**src/core/efmw_map.svh**
```systemverilog
// Register offsets, field positions, reset values and timing counts of the event flag block.
// Assumes one 50 MHz clock; included by the package and the design file.
`ifndef EFMW_MAP_SVH
`define EFMW_MAP_SVH
// Offsets are register indices; the bus byte address is four times the index.
`define EFMW_PEND_OFF      8'h38
`define EFMW_MASK_OFF      8'h3A
`define EFMW_PERIOD_OFF    8'h3C
`define EFMW_TEST_OFF      8'h3E
`define EFMW_CTRL_OFF      8'h28
`define EFMW_TXMON_OFF     8'h29
`define EFMW_MASK_RST      16'hFFFF
`define EFMW_PERIOD_RST    16'h0800
`define EFMW_FLAG_W        14
`define EFMW_TXMON_W       16
`define EFMW_CTRL_KICK     0
`define EFMW_CTRL_STAMP    1
`define EFMW_TICK_NS       1000000
`define EFMW_CLK_NS        20
`define EFMW_TICK_CYC      (`EFMW_TICK_NS / `EFMW_CLK_NS)
`define EFMW_FAULT_MAX     16'hFFFF
`endif

```
**src/core/efmw_pkg.sv**
```systemverilog
// Types shared by the event flag block and its bench.
// Assumes the constants header sits beside it.
`include "efmw_map.svh"
package efmw_pkg;
    // Event strobes from the surrounding engines, one cycle each, except the transmit monitor levels and the fault counter value.
    typedef struct packed {
        logic        link_evt;      // Link engine event.
        logic        ci_rx_evt;     // Command/indicate receive event.
        logic        rx_mon_evt;    // Receive monitor event.
        logic [15:0] tx_mon_ind;    // Per-channel transmit monitor indications.
        logic        queue_full;    // One of the circular queues filled.
        logic        rx_warn;       // Receive FIFO three-quarters full.
        logic        rx_full;       // Receive FIFO full and stalled.
        logic        tx_warn;       // Transmit FIFO three-quarters full.
        logic        tx_full;       // Transmit FIFO full and stalled.
        logic        evq_warn;      // Status FIFO three-quarters full.
        logic        evq_full;      // Status FIFO full and stalled.
        logic        seq_lock;      // Pattern analyser locked.
        logic [15:0] fault_count;   // Sequence fault counter value.
    } efmw_events_t;
    // Watchdog state machine, Gray coded.
    typedef enum logic [1:0] {
        EFMW_RUN   = 2'b00,
        EFMW_FIRED = 2'b01
    } efmw_wd_t;
endpackage : efmw_pkg

```
**src/core/efmw_core.sv**
```systemverilog
// Event flag register, mask, interrupt request pin and watchdog time base.
// Assumes one 50 MHz clock, synchronous active-low reset and an AXI4-Lite master.
//
// The AXI4-Lite interface to the registers was decided locally.
`timescale 1ns/1ns
`include "efmw_map.svh"
module efmw_core (
    input  wire logic                aclk,
    input  wire logic                aresetn,
    input  wire efmw_pkg::efmw_events_t ev,
    input  wire logic [7:0]          s_axi_awaddr,
    input  wire logic                s_axi_awvalid,
    output logic                     s_axi_awready,
    input  wire logic [31:0]         s_axi_wdata,
    input  wire logic [3:0]          s_axi_wstrb,
    input  wire logic                s_axi_wvalid,
    output logic                     s_axi_wready,
    output logic [1:0]               s_axi_bresp,
    output logic                     s_axi_bvalid,
    input  wire logic                s_axi_bready,
    input  wire logic [7:0]          s_axi_araddr,
    input  wire logic                s_axi_arvalid,
    output logic                     s_axi_arready,
    output logic [31:0]              s_axi_rdata,
    output logic [1:0]               s_axi_rresp,
    output logic                     s_axi_rvalid,
    input  wire logic                s_axi_rready,
    output logic                     event_request_pin,
    output logic                     watchdog_out
);
    import efmw_pkg::*;

    // Register map as seen by software.
    // Every register sits in its own aligned 32-bit word; the word index on
    // address bits 7:2 is the register offset itself, so the byte address is
    // four times the offset.
    // Pending flags: read only, every read returns the flags and clears them.
    // Mask: read and write, a one blocks the matching flag from the pin.
    // Period: read and write, counted in milliseconds of the divided clock.
    // Factory test bits: stored and read back, they drive nothing.
    // Control: bit 0 restarts the watchdog when written as one, bit 1 holds
    // the stamp enable that parks the watchdog counter.
    // Transmit monitor source: read only, a read clears it.
    // Any other word answers with a slave error and has no effect.
    // A write to a read-only word also answers with a slave error.
    // Hazards the logic guards against.
    // An event that lands on the edge of a clearing read survives it, so
    // software never loses an event between its read and the next one.
    // The request pin is registered from the next flag value, so it rises on
    // the same edge as the flag and falls on the edge of the clearing read.
    // Only the lower half of a data word is used; byte lanes 3 and 2 are
    // ignored and the upper half always reads zero.

    // Register state.
    logic [`EFMW_FLAG_W-1:0]  flags_q;       // Pending event flags.
    logic [`EFMW_FLAG_W-1:0]  flags_d;       // Next pending event flags.
    logic [`EFMW_FLAG_W-1:0]  mask_q;        // Mask bits.
    logic [15:0]              period_q;      // Watchdog period in ticks.
    logic [15:0]              test_q;        // Factory test bits, stored only.
    logic                     stamp_q;       // Stamp enable.
    logic [`EFMW_TXMON_W-1:0] txsrc_q;       // Transmit monitor source bits.
    logic [`EFMW_TXMON_W-1:0] txmon_prev_q;  // Last transmit monitor levels.
    logic                     fault_prev_q;  // Last saturation compare.

    // AXI handshake state.
    logic       aw_hold_q;  // Write address taken.
    logic       w_hold_q;   // Write data taken.
    logic [7:0] awaddr_q;   // Latched write address.
    logic [31:0] wdata_q;   // Latched write data.
    logic [3:0] wstrb_q;    // Latched byte enables.

    // Watchdog counters.
    logic [15:0] tick_div_q;   // Cycles within one millisecond.
    logic [15:0] wd_cnt_q;     // Milliseconds since last restart or period end.
    efmw_wd_t    wd_state_q;   // Watchdog state.

    // Write decode, taken once both address and data are held.
    wire        wr_fire   = aw_hold_q && w_hold_q && !s_axi_bvalid;
    wire        wr_low    = wstrb_q[0];
    wire        wr_high   = wstrb_q[1];
    wire        wr_mask   = wr_fire && (awaddr_q[7:2] == 6'(`EFMW_MASK_OFF));
    wire        wr_period = wr_fire && (awaddr_q[7:2] == 6'(`EFMW_PERIOD_OFF));
    wire        wr_test   = wr_fire && (awaddr_q[7:2] == 6'(`EFMW_TEST_OFF));
    wire        wr_ctrl   = wr_fire && (awaddr_q[7:2] == 6'(`EFMW_CTRL_OFF));
    wire        wr_hit    = wr_mask || wr_period || wr_test || wr_ctrl;
    wire        kick      = wr_ctrl && wr_low && wdata_q[`EFMW_CTRL_KICK];

    // Read decode; a read of the pending flags clears them.
    wire        rd_fire   = s_axi_arvalid && s_axi_arready;
    wire [5:0]  rd_word   = s_axi_araddr[7:2];
    wire        rd_pend   = rd_fire && (rd_word == 6'(`EFMW_PEND_OFF));
    wire        rd_txsrc  = rd_fire && (rd_word == 6'(`EFMW_TXMON_OFF));
    logic [31:0] rd_val;
    logic        rd_ok;

    // Read data selection; upper bits of each word read zero.
    always_comb begin
        rd_ok  = 1'b1;
        unique case (rd_word)
            6'(`EFMW_PEND_OFF):   rd_val = {18'h0, flags_q};
            6'(`EFMW_MASK_OFF):   rd_val = {18'h0, mask_q};
            6'(`EFMW_PERIOD_OFF): rd_val = {16'h0, period_q};
            6'(`EFMW_TEST_OFF):   rd_val = {16'h0, test_q};
            6'(`EFMW_CTRL_OFF):   rd_val = {30'h0, stamp_q, 1'b0};
            6'(`EFMW_TXMON_OFF):  rd_val = {16'h0, txsrc_q};
            default: begin
                rd_val = 32'h0;
                rd_ok  = 1'b0;
            end
        endcase
    end

    // Event inputs, each setting its own flag.
    wire [`EFMW_TXMON_W-1:0] txmon_rise = ev.tx_mon_ind & ~txmon_prev_q;
    wire fault_sat  = (ev.fault_count == `EFMW_FAULT_MAX);
    wire tick_evt   = (wd_cnt_q == period_q) && (tick_div_q == 16'(`EFMW_TICK_CYC - 1))
                      && !stamp_q && !kick;
    wire [`EFMW_FLAG_W-1:0] set_vec = {
        fault_sat && !fault_prev_q,
        ev.seq_lock,
        tick_evt,
        ev.evq_full,
        ev.evq_warn,
        ev.tx_full,
        ev.tx_warn,
        ev.rx_full,
        ev.rx_warn,
        ev.queue_full,
        |txmon_rise,
        ev.rx_mon_evt,
        ev.ci_rx_evt,
        ev.link_evt
    };

    // Set wins over the clearing read.
    assign flags_d = (rd_pend ? '0 : flags_q) | set_vec;

    // Flag, source and edge history registers.
    always_ff @(posedge aclk) begin
        if (!aresetn) begin
            flags_q      <= '0;
            txsrc_q      <= '0;
            txmon_prev_q <= '0;
            fault_prev_q <= 1'b0;
        end else begin
            flags_q      <= flags_d;
            txsrc_q      <= (rd_txsrc ? '0 : txsrc_q) | txmon_rise;
            txmon_prev_q <= ev.tx_mon_ind;
            fault_prev_q <= fault_sat;
        end
    end

    // Software registers; reserved mask bits never store.
    always_ff @(posedge aclk) begin
        if (!aresetn) begin
            // The two reserved mask bits are not stored, so they read zero.
            mask_q   <= 14'(`EFMW_MASK_RST);
            period_q <= `EFMW_PERIOD_RST;
            test_q   <= 16'h0000;
            stamp_q  <= 1'b0;
        end else begin
            if (wr_mask && wr_low)    mask_q[7:0]   <= wdata_q[7:0];
            if (wr_mask && wr_high)   mask_q[13:8]  <= wdata_q[13:8];
            if (wr_period && wr_low)  period_q[7:0] <= wdata_q[7:0];
            if (wr_period && wr_high) period_q[15:8] <= wdata_q[15:8];
            if (wr_test && wr_low)    test_q[7:0]   <= wdata_q[7:0];
            if (wr_test && wr_high)   test_q[15:8]  <= wdata_q[15:8];
            if (wr_ctrl && wr_low)    stamp_q       <= wdata_q[`EFMW_CTRL_STAMP];
        end
    end

    // Interrupt pin registered from next flag state, masked bits blocked.
    always_ff @(posedge aclk) begin
        if (!aresetn) begin
            event_request_pin <= 1'b0;
        end else begin
            event_request_pin <= |(flags_d & ~mask_q);
        end
    end

    // Millisecond divider and period counter; a kick restarts both.
    // While stamping is enabled both stay at zero, so the period register
    // has no effect and neither a tick nor a watchdog firing can occur.
    // A period of zero gives a tick at the end of every millisecond.
    always_ff @(posedge aclk) begin
        if (!aresetn || kick || stamp_q) begin
            tick_div_q <= 16'h0000;
            wd_cnt_q   <= 16'h0000;
        end else if (tick_div_q == 16'(`EFMW_TICK_CYC - 1)) begin
            tick_div_q <= 16'h0000;
            wd_cnt_q   <= (wd_cnt_q == period_q) ? 16'h0000 : wd_cnt_q + 16'h0001;
        end else begin
            tick_div_q <= tick_div_q + 16'h0001;
        end
    end

    // Watchdog fires at the first period end and holds until kicked or until stamping is enabled.
    always_ff @(posedge aclk) begin
        if (!aresetn) begin
            wd_state_q   <= EFMW_RUN;
            watchdog_out <= 1'b0;
        end else begin
            unique case (wd_state_q)
                EFMW_RUN: begin
                    if (tick_evt) begin
                        wd_state_q   <= EFMW_FIRED;
                        watchdog_out <= 1'b1;
                    end
                end
                EFMW_FIRED: begin
                    if (kick || stamp_q) begin
                        wd_state_q   <= EFMW_RUN;
                        watchdog_out <= 1'b0;
                    end
                end
            endcase
        end
    end

    // AXI write channel: address and data held in either order.
    always_ff @(posedge aclk) begin
        if (!aresetn) begin
            aw_hold_q     <= 1'b0;
            w_hold_q      <= 1'b0;
            awaddr_q      <= 8'h00;
            wdata_q       <= 32'h0;
            wstrb_q       <= 4'h0;
            s_axi_bvalid  <= 1'b0;
            s_axi_bresp   <= 2'b00;
        end else begin
            if (s_axi_awvalid && s_axi_awready) begin
                aw_hold_q <= 1'b1;
                awaddr_q  <= s_axi_awaddr;
            end
            if (s_axi_wvalid && s_axi_wready) begin
                w_hold_q <= 1'b1;
                wdata_q  <= s_axi_wdata;
                wstrb_q  <= s_axi_wstrb;
            end
            if (wr_fire) begin
                aw_hold_q    <= 1'b0;
                w_hold_q     <= 1'b0;
                s_axi_bvalid <= 1'b1;
                s_axi_bresp  <= wr_hit ? 2'b00 : 2'b10;
            end else if (s_axi_bvalid && s_axi_bready) begin
                s_axi_bvalid <= 1'b0;
            end
        end
    end

    // Ready is high while the matching half is not yet held.
    // Both readies stay low while a response waits, so only one write is
    // under way at a time.
    always_ff @(posedge aclk) begin
        if (!aresetn) begin
            s_axi_awready <= 1'b0;
            s_axi_wready  <= 1'b0;
        end else begin
            s_axi_awready <= !aw_hold_q && !(s_axi_awvalid && s_axi_awready) && !wr_fire
                             && !s_axi_bvalid;
            s_axi_wready  <= !w_hold_q && !(s_axi_wvalid && s_axi_wready) && !wr_fire
                             && !s_axi_bvalid;
        end
    end

    // AXI read channel: one read at a time, answered the cycle after the take.
    always_ff @(posedge aclk) begin
        if (!aresetn) begin
            s_axi_arready <= 1'b0;
            s_axi_rvalid  <= 1'b0;
            s_axi_rdata   <= 32'h0;
            s_axi_rresp   <= 2'b00;
        end else begin
            s_axi_arready <= !s_axi_rvalid && !rd_fire && !s_axi_arready;
            if (rd_fire) begin
                s_axi_rvalid <= 1'b1;
                s_axi_rdata  <= rd_val;
                s_axi_rresp  <= rd_ok ? 2'b00 : 2'b10;
            end else if (s_axi_rvalid && s_axi_rready) begin
                s_axi_rvalid <= 1'b0;
            end
        end
    end

    // Checks.
    a_read_clears: assert property (@(posedge aclk) disable iff (!aresetn)
        rd_pend && set_vec == '0 |=> flags_q == '0)
        else $error("pending flags not cleared by read");
    a_pin_follows: assert property (@(posedge aclk) disable iff (!aresetn)
        ##1 event_request_pin == |($past(flags_d) & ~$past(mask_q)))
        else $error("request pin does not follow flags");
    a_link_sets: assert property (@(posedge aclk) disable iff (!aresetn)
        ev.link_evt |=> flags_q[0])
        else $error("link event lost");
    a_tick_sets: assert property (@(posedge aclk) disable iff (!aresetn)
        tick_evt |=> flags_q[11] && watchdog_out)
        else $error("period end not flagged");
    a_stamp_quiet: assert property (@(posedge aclk) disable iff (!aresetn)
        stamp_q |-> !tick_evt)
        else $error("tick while stamping");
    a_fault_sat: assert property (@(posedge aclk) disable iff (!aresetn)
        fault_sat && !fault_prev_q |=> flags_q[13])
        else $error("saturation not flagged");
    a_upper_zero: assert property (@(posedge aclk) disable iff (!aresetn)
        s_axi_rvalid && $rose(s_axi_rvalid) && $past(rd_word) <= 6'(`EFMW_MASK_OFF)
        && $past(rd_word) >= 6'(`EFMW_PEND_OFF) |-> s_axi_rdata[31:14] == '0)
        else $error("reserved bits read nonzero");
    a_kick_restart: assert property (@(posedge aclk) disable iff (!aresetn)
        kick |=> wd_cnt_q == 16'h0000 && tick_div_q == 16'h0000 ##1 !watchdog_out)
        else $error("kick did not restart watchdog");
    a_txmon_src: assert property (@(posedge aclk) disable iff (!aresetn)
        |txmon_rise |=> flags_q[3] && (txsrc_q != '0))
        else $error("transmit monitor not recorded");
    // A fully masked flag register can never raise the request pin.
    a_mask_blocks: assert property (@(posedge aclk) disable iff (!aresetn)
        mask_q == '1 |=> !event_request_pin)
        else $error("masked flag reached the pin");
    // With stamping on, a quiet watchdog output stays quiet.
    a_stamp_holds: assert property (@(posedge aclk) disable iff (!aresetn)
        stamp_q && !watchdog_out |=> !watchdog_out)
        else $error("watchdog fired while stamping");
    c_read_clear: cover property (@(posedge aclk) rd_pend && flags_q != '0);
    c_wd_fire: cover property (@(posedge aclk) $rose(watchdog_out));
    c_pin_high: cover property (@(posedge aclk) $rose(event_request_pin));
    c_set_on_read: cover property (@(posedge aclk) rd_pend && set_vec != '0);
endmodule : efmw_core

```
**config.mk**
```make
export PLATFORM = sky130hd
export DESIGN_NAME = efmw_core
export DESIGN_NICKNAME = d
export VERILOG_FILES = /design/src/core/efmw_pkg.sv /design/src/core/efmw_core.sv
export VERILOG_INCLUDE_DIRS = /design/src /design/src/core
export SDC_FILE = /design/constraint.sdc
export NUM_CORES = 1
export LEC_CHECK = 0
export ABC_AREA = 0
export BUFFER_PORTS_ARGS = -buffer_cell sky130_fd_sc_hd__buf_2
export CAP_MARGIN = 0
export CORE_MARGIN = 4
export CORE_UTILIZATION = 50
export CTS_BUF_LIST = sky130_fd_sc_hd__clkbuf_8
export DETAILED_ROUTE_END_ITERATION = 16
export MAX_ROUTING_LAYER = met4
export PLACE_DENSITY = 0.73
export SYNTH_ARGS = -nofsm -noshare
export SYNTH_HDL_FRONTEND = slang
export SYNTH_SLANG_ARGS = --single-unit
```
**constraint.sdc**
```tcl
create_clock -name aclk -period 2.5 [get_ports aclk]
set_clock_uncertainty 0.2 [all_clocks]
set_input_delay 0.375 -clock aclk [delete_from_list [all_inputs] [get_ports aclk]]
set_output_delay 0.375 -clock aclk [all_outputs]
set_load 0.05 [all_outputs]
```
---- Word-level counts from Yosys, hierarchy flattened ----
Cells that the tools add are included.
word-level totals
  register bits after elaboration ......... 199
  input bits .............................. 102
  word-level logic and storage cells ...... 132
cells by class
  $add $sub $neg .......................... 2
  equal/unequal tests ..................... 16
  mux-type cells .......................... 17
  bitwise gates (word level) .............. 7
  reductions and logical operators ........ 61
operator list
  kind                                            number
  case mux 16 bit (6 select lines)                1
  == test 6 bit (second input constant)           10
  logical AND 1 bit                               33
  adder 16 x 1 -> 16 bit (second input constant)  2
  == test 16 bit (second input constant)          2
  2-to-1 mux 16 bit                               2
  AND 16 bit                                      1
  == test 16 bit                                  1
  inverter 16 bit                                 1
  bitwise OR 16 bit                               1
  OR reduction 16 bit                             1
  AND 14 bit                                      1
  2-to-1 mux 14 bit                               1
  inverter 14 bit                                 1
  bitwise OR 14 bit                               1
  OR reduction 14 bit                             1
  zero test 1 bit                                 13
  2-to-1 mux 2 bit                                4
  2-to-1 mux 1 bit                                7
  logical OR 1 bit                                6
  OR reduction 6 bit                              1
  != test 2 bit (second input constant)           2
  case mux 2 bit (2 select lines)                 1
  nonzero test 2 bit                              2
  other kinds (6)                                 7

---- Logic depth before layout (Yosys ltp) ----
Gate-level depths: netlist of the first run.
  depth in word-level cells ............... 10
  depth in mapped cells ................... 8

---- Least setup slack after synthesis of the first run ----
No wires, ideal clock.
  kind .................................... reg2reg
  start point ............................. register s_axi_arready
  end point ............................... register event_request_pin
  arrival time ............................ 1.868 ns
  data required time ...................... 2.180 ns
  path slack .............................. 0.312 ns
  stages on the path, launching flop included .. 8
  buffers on the path ..................... 2
  cell sequence ........................... dfxtp_1 and2_1 buf_2 nand3_1 buf_2 a211oi_1 o2111ai_1 o31a_1
on the way
  longest elaborated chain between the ends .. 6
RTL lines
  item                    RTL line          RTL
  start, declared         efmw_core.sv:23   output logic s_axi_arready,
  start signal, assigned  efmw_core.sv:274  s_axi_arready <= !s_axi_rvalid && !rd_fire && !s_axi_arready;
  logical AND 1 bit       efmw_core.sv:89   wire rd_fire = s_axi_arvalid && s_axi_arready;
  logical AND 1 bit       efmw_core.sv:91   wire rd_pend = rd_fire && (rd_word == 6'(`EFMW_PEND_OFF));
  2-to-1 mux 14 bit       efmw_core.sv:136  assign flags_d = (rd_pend ? '0 : flags_q) | set_vec;
  bitwise OR 14 bit       efmw_core.sv:136
  AND 14 bit              efmw_core.sv:177  event_request_pin <= |(flags_d & ~mask_q);
  OR reduction 14 bit     efmw_core.sv:177
  end signal, assigned    efmw_core.sv:177
  end, declared           efmw_core.sv:28   output logic event_request_pin,
Every way passes these cells.
A chain may end at the register's enable or synchronous reset.

---- Worst setup path after layout of the first run ----
  start point ............................. input ev[34] in the netlist's numbering
  end point ............................... register event_request_pin
on the way
  longest elaborated chain between the ends .. 5
RTL lines
  item                 RTL line          RTL
  start, declared      efmw_core.sv:10   input wire efmw_pkg::efmw_events_t ev,
  AND 16 bit           efmw_core.sv:114  wire [`EFMW_TXMON_W-1:0] txmon_rise = ev.tx_mon_ind & ~txmon_prev_q;
  OR reduction 16 bit  efmw_core.sv:129  |txmon_rise,
  bitwise OR 14 bit    efmw_core.sv:136
  AND 14 bit           efmw_core.sv:177
  OR reduction 14 bit  efmw_core.sv:177
Every way passes these cells.

==> flow_summary.toml, run 1 <==
[run_status]
status = "completed"

[route]
wl_per_cell_microns = 16.0
drt_iter0_markers = 457
drc = 0
first_pass_iters = 5
antenna_left = 0
via_count = 6194
via_per_inst = 5.33
wirelength_microns = 18600

[synth]
synth_compound_area_share_pct = 12.0
synthAdderAreaFrac_pct = 0.332
synth_cell_types = 56
synthArstFlopShare_pct = 0
synthTopCellsByCount = "dfxtp_1, nand2_1, nor2b_1"
synth_ff_type = "dfxtp_1"
synthXorXnorAreaFrac_pct = 5.11
synth_area_sq_um = 7540
synth_seq_cells = 177
synthTopCellsByArea = "dfxtp_1, mux2i_1, nor2b_1"
yosysTopAreaCellShare_pct = 47.0
synth_top_cell_by_area = "dfxtp_1"
syn_inst = 819
yosysMostFrequentCell = "dfxtp_1"
synth_simple_gate_area_share_pct = 24.4
synth_top_family_by_area = "simple AND/OR/NAND/NOR gates"
seq_area_frac_synth_pct = 47.0
syn_avg_cell_area_sq_um = 9.21
synth_edf_count = 0
synth.mux.area_fraction_pct = 6.39
ys_warn_count = 0

[timing]
max_freq_mhz = 418
rsz0062_at_grt = "false"
report.final.slew_viol_count = 0
setup_slack_ns = 0.108
tns_ns = 0
period_needed_ns = 2.39
finalHoldViolCount = 0
slew_headroom_pct = 53.7
setup_viol = 0
hold_slack_ns = 0.0253
fin_crit_sh_pct = 95.7
tightestPinTransition_ns = 0.694

[clock_tree]
postCtsSetupRepairBufs = 0
clk_path_buf_depth = 2
root_buffer = "clkbuf_8"
numCtsBuffers = 17
h-tree-depth = 4
path_clk_slew_ns = 0.09
ctsHoldBuffers = 50
clk-insertion-delay-late_ns = 0.45
cts_tree = "yes"
clock-sinks = 177
cts_resized = 0

[worst_setup_path]
cp_max_fo = 2
crit_path_end_kind = "flip-flop"
critical_path_class = "primary input to flip-flop"
critical_path.startpoint_type = "primary input"
required_ns = 2.64
cp.arrival_ns = 2.54

[global_route]
grt_pass1_vias = 5872
grt_pass1_wl_microns = 29500
grt.overflow.total = 0
grtUsageTotal_pct = 22.7
grt_max_degree = 74
antenna_found_initial = 0

[floorplan]
dieHeight_microns = 131
num_rows = 44
chipWidth_microns = 131
ios = 145
start_util_pct = 51.5
fp.coreArea_sq_um = 14600
dieArea_sq_um = 17100

[power_and_ir_drop]
peakVddDrop_uv = 394
powerDensity_nw_per_um2 = 615
power.total_w = 0.00559
p_leak_nw = 4.00

[final_layout]
multi_input_area_sq_um = 3710
nNetsFinal = 1070
syn_to_final_growth_pct = 20.5
drive_gt1_share_pct = 17.4
n_fill_cell = 1291
antenna_cells = 0
ff_latch_area_sq_um = 3540

[place]
place_ws_ns = 0.197
gp_congestion = 0.860
port_buffers = 104
dp_hpwl_microns = 13200

[job]
cap_viol_max_count = 0

[min_path]
hold_path_class = "primary input to flip-flop"
-- worst paths after layout --
path,start,end,cells past startpoint,slack (ns)
worst min register to register,tick_div_q[0],tick_div_q[0],1,0.24
worst max register to register,s_axi_bvalid,event_request_pin,6,0.30
worst max-delay path,ev[34],event_request_pin,8,0.11
worst min-delay path,s_axi_awaddr[6],awaddr_q[6],3,0.03
-- cell families after synthesis --
group | after synthesis
compound gates | 138
xor+xnor | 44
fa+ha+maj | 2
buf+inv | 70
flops | 177
mux | 48
other cells | 1
simple gates | 339
-- sequential cells by signal, summed over array words and instances, names as in the netlist, 2 cells and up --
signal / count
period_q: 16
wdata_q: 16
flags_q: 14
wd_cnt_q: 16
awaddr_q: 6
mask_q: 14
test_q: 16
tick_div_q: 16
txsrc_q: 16
s_axi_rdata: 16
wstrb_q: 2
txmon_prev_q: 16
-- cells in the final DEF (no fill, tap or decap), types with 3 or more instances in the layout --
cell           count
xor2_1            13
nand3_1           24
o21ai_0           16
nor3_2             4
nand2b_1           6
and4_1             3
a22oi_1            3
a21boi_0          28
xnor2_1           31
buf_2            103
and3_1             7
buf_4             13
nor2_1            47
a21oi_1           57
a222oi_1          17
nand4_1           13
clkinv_2           4
nor3_1             4
nor4_1             4
nand2_1          112
and2_1            22
conb_1            18
dlygate4sd3_1     50
clkbuf_8          19
inv_1             14
mux2i_1           47
nor2b_1           73
bufinv_16          3
clkinvlp_4         4
dfxtp_1          177
-- metrics by stage --
step | cell area (sq um) | instances | util (%)
floorplan | 7610 | 836 | -
global placement | 8170 | 1081 | 55.8
detailed placement | 8170 | 1081 | 55.8
CTS | 9090 | 1163 | 62.1
global route | 9090 | 1163 | 62.1
finish | 9090 | 1163 | 62.1
-- critical path: stages --
cell,delay [ns]
dlygate4sd3_1,0.53
buf_2,0.12
nor2b_1,0.13
nor4_1,0.43
nand2_1,0.11
a211oi_1,0.37
o22ai_1,0.16
o31a_1,0.31
-- metal layers --
metal	GRT usage [%]	vias up	routed length, microns
met3	4.72	20	1180
met4	5.38	0	227
met2	36.6	202	8750
met1	29.5	2901	8430
met5	-	-	0
li1	-	3071	-
-- where the power goes --
part | internal, W | switching [W]
clock | 0.00104 | 0.00101
sequential | 0.00292 | 0.0000809
combinational | 0.000213 | 0.000331
total | 0.00417 | 0.00142
-- cell type report --
| class | count | share of cell area [%] |
|---|---|---|
| Tap cell | 184 | 2.53 |
| Clock buffer | 19 | 2.88 |
| Inverter | 14 | 0.578 |
| Sequential cell | 177 | 39.0 |
| Timing Repair Buffer | 167 | 12.5 |
| Multi-Input combinational cell | 589 | 40.8 |
| Clock inverter | 13 | 1.73 |
Note: power is estimated with default switching activity, not from simulation.
==> inputs of run 2 (changes only) <==
==> constraint.sdc (replaced) <==
create_clock -name aclk -period 2.8 [get_ports aclk]
set_clock_uncertainty 0.2 [all_clocks]
set_input_delay 0.42 -clock aclk [delete_from_list [all_inputs] [get_ports aclk]]
set_output_delay 0.42 -clock aclk [all_outputs]
set_load 0.05 [all_outputs]
==> flow_summary.toml, run 2 (synthesized netlist as in run 1, its figures left out) <==
[clock_tree]
postCtsSetupRepairBufs = 0
root_buffer = "clkbuf_8"
cts_tree = "yes"
h-tree-depth = 4
clk_path_buf_depth = 2
path_clk_slew_ns = 0.09
numCtsBuffers = 17
clk-insertion-delay-late_ns = 0.46
clock-sinks = 177

[power_and_ir_drop]
p_switching_w = 0.00128
power_frac_comb_pct = 9.4
peakVddDrop_uv = 386
p_leak_nw = 3.97
swShare_pct = 25.5
powerDensity_nw_per_um2 = 559
seqPwrFrac_pct = 53.2
intPower_w = 0.00375
clockPowerShare_pct = 37.4

[route]
via_count = 6137
routed-wl-met3_microns = 1350
drt_iter0_markers = 428
dr_wl_met2_microns = 8310
via_per_inst = 5.33
wl_met1_microns = 8150
antenna_left = 0
drc = 0
top_layer = "met4"
wirelength_microns = 18100
first_pass_iters = 8
wl_per_cell_microns = 15.7

[timing]
setup_viol = 0
finalHoldViolCount = 0
max_freq_mhz = 431
tns_ns = 0
slew_headroom_pct = 55.0
rsz0062_at_grt = "false"
period_needed_ns = 2.32
report.final.slew_viol_count = 0
fin_crit_sh_pct = 82.9
tightestPinTransition_ns = 0.675

[floorplan]
ios = 145
start_util_pct = 51.5
dieArea_sq_um = 17100
dieHeight_microns = 131
num_rows = 44
fp.coreArea_sq_um = 14600
chipWidth_microns = 131

[worst_setup_path]
cpPeakStageDelay_ns = 0.54
r2r_slack_ns = 0.50
required_ns = 2.96
cp.arrival_ns = 2.48
cp_max_fo = 2
critical_path_class = "primary input to flip-flop"
critical_path.startpoint_type = "primary input"
path_cells = "dlygate4sd3_1 -> buf_2 -> nor2b_1 -> nor4_1 -> nand2_1 -> a211oi_1 -> o22ai_1 -> o31a_1"
crit_family = "compound AO/OA/AOI/OAI gates"
worst_path_max_delay_cell = "dlygate4sd3_1"
crit_buf_inv = 2
r2r_start = "period_q[14]"
r2r_cells = 6
crit_path_end_kind = "flip-flop"
r2r-end = "event_request_pin"

[final_layout]
drive_gt1_share_pct = 16.9
mostFrequentLayoutCells = "dfxtp_1, nand2_1, buf_2"
final_area_sq_um = 9000
syn_to_final_growth_pct = 19.3
layout_commonest_cell = "dfxtp_1"
n_fill_cell = 1277
antenna_cells = 0
nNetsFinal = 1058

[global_route]
grtUsageTotal_pct = 22.3
grt_max_degree = 85
grt_pass1_vias = 5718
antenna_found_initial = 0
grt_pass1_wl_microns = 28900
grt.overflow.total = 0

[min_path]
min_from = "s_axi_awaddr[5]"
hold_path_class = "primary input to flip-flop"
holdPathStages = 3
hold_end = "awaddr_q[5]"

[place]
gp_congestion = 0.866
port_buffers = 104
placed_cell_area_sq_um = 8130
dp_hpwl_microns = 12700

[run_status]
status = "completed"

[job]
cap_viol_max_count = 0
## run 2: metrics by stage
stage	hold slack (ns)	setup slack [ns]	instances	total power (W)	utilization (%)
2_1_floorplan	0.213	0.612	836	0.00303	-
3_5_place_dp	0.230	0.486	1075	0.00316	55.5
3_3_place_gp	0.228	0.516	1075	0.00315	55.5
6_report	0.0254	0.478	1151	0.00503	61.4
5_1_grt	0.0242	0.352	1151	0.00522	61.4
4_1_cts	0.000139	0.508	1151	0.00506	61.4
## run 2: cell type report
type / instances / area (sq um) / share of cell area (%)
Inverter: 14 / 52.6 / 0.584
Sequential cell: 177 / 3540 / 39.4
Multi-Input combinational cell: 589 / 3710 / 41.3
Clock inverter: 12 / 155 / 1.72
Timing Repair Buffer: 155 / 1030 / 11.4
Clock buffer: 20 / 275 / 3.06
Tap cell: 184 / 230 / 2.56
## run 2: layer usage
layer | global-route usage [%] | vias to the layer above
li1 | - | 3051
met3 | 5.73 | 19
met4 | 6.78 | 0
met1 | 29.1 | 2867
met5 | - | -
met2 | 34.2 | 200
## run 2: worst max-delay path by stage
stage / startpoint / end / slack [ns] / cells past startpoint
3_3_place_gp: s_axi_araddr[3] / txsrc_q[6] / 0.52 / 7
5_1_grt: wd_cnt_q[5] / event_request_pin / 0.35 / 6
2_1_floorplan: s_axi_arready / event_request_pin / 0.61 / 7
3_5_place_dp: s_axi_araddr[3] / txsrc_q[2] / 0.49 / 7
6_report: ev[33] / event_request_pin / 0.48 / 8
4_1_cts: wd_cnt_q[0] / event_request_pin / 0.51 / 6
## run 2: tightest hold or removal path, stage by stage
cell and delay (ns):
buf_2 0.09, nand3_1 0.06, a21boi_0 0.07
## run 2: repair_timing
item	CTS	global route
hold buffers	44	0
endpoints found under the hold margin	44	0
gates resized for setup	0	0
## run 2: power groups by stage
stage / Sequential [W] / Combinational [W] / Clock, W
floorplan: 0.00278 / 0.000251 / 0
global route: 0.00269 / 0.000518 / 0.00202
CTS: 0.00267 / 0.000472 / 0.00192
global placement: 0.00273 / 0.000419 / 0
finish: 0.00267 / 0.000473 / 0.00188
detailed placement: 0.00273 / 0.000424 / 0
==> inputs of run 3 (changes only) <==
==> constraint.sdc (replaced) <==
create_clock -name aclk -period 2.3 [get_ports aclk]
set_clock_uncertainty 0.2 [all_clocks]
set_input_delay 0.345 -clock aclk [delete_from_list [all_inputs] [get_ports aclk]]
set_output_delay 0.345 -clock aclk [all_outputs]
set_load 0.05 [all_outputs]
==> flow_summary.toml, run 3 (synthesized netlist as in run 1, its figures left out) <==
[job]
cap_viol_max_count = 0

[global_route]
grt_pass1_wl_microns = 29200
grtUsageTotal_pct = 22.5
grt.overflow.total = 0
grt_pass1_vias = 5851
grt_max_degree = 117
antenna_found_initial = 0

[timing]
fin_crit_sh_pct = 93.3
tightestPinTransition_ns = 0.654
setup_viol = 0
period_needed_ns = 2.15
tns_ns = 0
slew_headroom_pct = 56.4
report.final.slew_viol_count = 0
finalHoldViolCount = 0
rsz0062_at_grt = "false"
max_freq_mhz = 466

[clock_tree]
clk_path_buf_depth = 2
clock-sinks = 177
cts_tree = "yes"
h-tree-depth = 4
numCtsBuffers = 17
root_buffer = "clkbuf_8"
clk-insertion-delay-late_ns = 0.46
path_clk_slew_ns = 0.09
postCtsSetupRepairBufs = 0

[final_layout]
n_fill_cell = 1256
syn_to_final_growth_pct = 21.6
mostFrequentLayoutCells = "dfxtp_1, nand2_1, buf_2"
nNetsFinal = 1080
fin_cells = 1173
antenna_cells = 0
final_area_sq_um = 9170
drive_gt1_share_pct = 17.8
layout_commonest_cell = "dfxtp_1"

[worst_setup_path]
crit_path_end_kind = "flip-flop"
cp_max_fo = 2
r2r_start = "tick_div_q[0]"
r2r_slack_ns = 0.23
critical_path_class = "primary input to flip-flop"
critical_path.startpoint_type = "primary input"
r2r_cells = 7
r2r-end = "wd_cnt_q[15]"
cp.arrival_ns = 2.29
required_ns = 2.44

[route]
via_count = 6197
first_pass_iters = 7
drt_iter0_markers = 581
drc = 0
wl_per_cell_microns = 15.4
antenna_left = 0
wirelength_microns = 18100
via_per_inst = 5.28

[power_and_ir_drop]
powerDensity_nw_per_um2 = 649
peakVddDrop_uv = 541
p_leak_nw = 4.03

[place]
placed_cell_area_sq_um = 8230
port_buffers = 104
dp_hpwl_microns = 12800
gp_congestion = 0.873
place_inst = 1087

[min_path]
hold_end = "awaddr_q[2]"
hold_path_class = "primary input to flip-flop"
holdPathStages = 3
min_from = "s_axi_awvalid"

[floorplan]
fp.coreArea_sq_um = 14600
start_util_pct = 51.5
dieHeight_microns = 131
chipWidth_microns = 131
num_rows = 44
dieArea_sq_um = 17100
ios = 145

[run_status]
status = "completed"
[run 3: power breakdown]
| group | total [W] | leakage (nW) | switching, W | internal (W) |
|---|---|---|---|---|
| Sequential | 0.00326 | 1.45 | 0.0000881 | 0.00317 |
| Combinational | 0.000596 | 2.40 | 0.000359 | 0.000238 |
| Clock | 0.00209 | 0.182 | 0.00111 | 0.000986 |
| Total | 0.00595 | 4.03 | 0.00156 | 0.00439 |
[run 3: per-layer routing]
| metal | global-route usage [%] | routed length (microns) |
|---|---|---|
| met5 | - | 0 |
| met4 | 5.02 | 196 |
| met3 | 4.92 | 1260 |
| met2 | 35.4 | 8350 |
| met1 | 29.8 | 8310 |
[run 3: layout make-up]
class	count	area, sq um	area share [%]
Timing Repair Buffer	177	1230	13.4
Sequential cell	177	3540	38.6
Clock inverter	14	143	1.56
Inverter	14	52.6	0.573
Clock buffer	18	248	2.70
Multi-Input combinational cell	589	3720	40.6
Tap cell	184	230	2.51
[run 3: critical path: stages]
cell and delay, ns:
dlygate4sd3_1 0.54, buf_2 0.13, nor2b_1 0.14, nor4_1 0.30, nand2_1 0.11, a211oi_2 0.27
o22ai_1 0.15, o31a_1 0.31
[run 3: per-stage QoR]
step	total power (W)	setup slack, ns	hold WS [ns]	utilization [%]
2_1_floorplan	0.00369	0.112	0.213	-
3_3_place_gp	0.00384	0.146	0.228	56.2
3_5_place_dp	0.00385	0.0993	0.223	56.2
4_1_cts	0.00599	0.0589	0.000349	62.5
5_1_grt	0.00619	0.0510	0.0273	62.6
6_report	0.00595	0.155	0.0218	62.6
[run 3: worst max-delay path by stage]
stage | to | slack [ns] | start
2_1_floorplan | event_request_pin | 0.11 | s_axi_arready
3_3_place_gp | event_request_pin | 0.15 | s_axi_araddr[2]
3_5_place_dp | event_request_pin | 0.1 | s_axi_araddr[2]
4_1_cts | event_request_pin | 0.06 | ev[34]
5_1_grt | wd_cnt_q[15] | 0.05 | tick_div_q[0]
6_report | event_request_pin | 0.15 | ev[31]
[run 3: repair_timing]
item,in CTS,in global routing
endpoints found under the hold margin,53,0
hold buffers,54,0
gates resized for setup,0,2
setup endpoints to repair,0,1
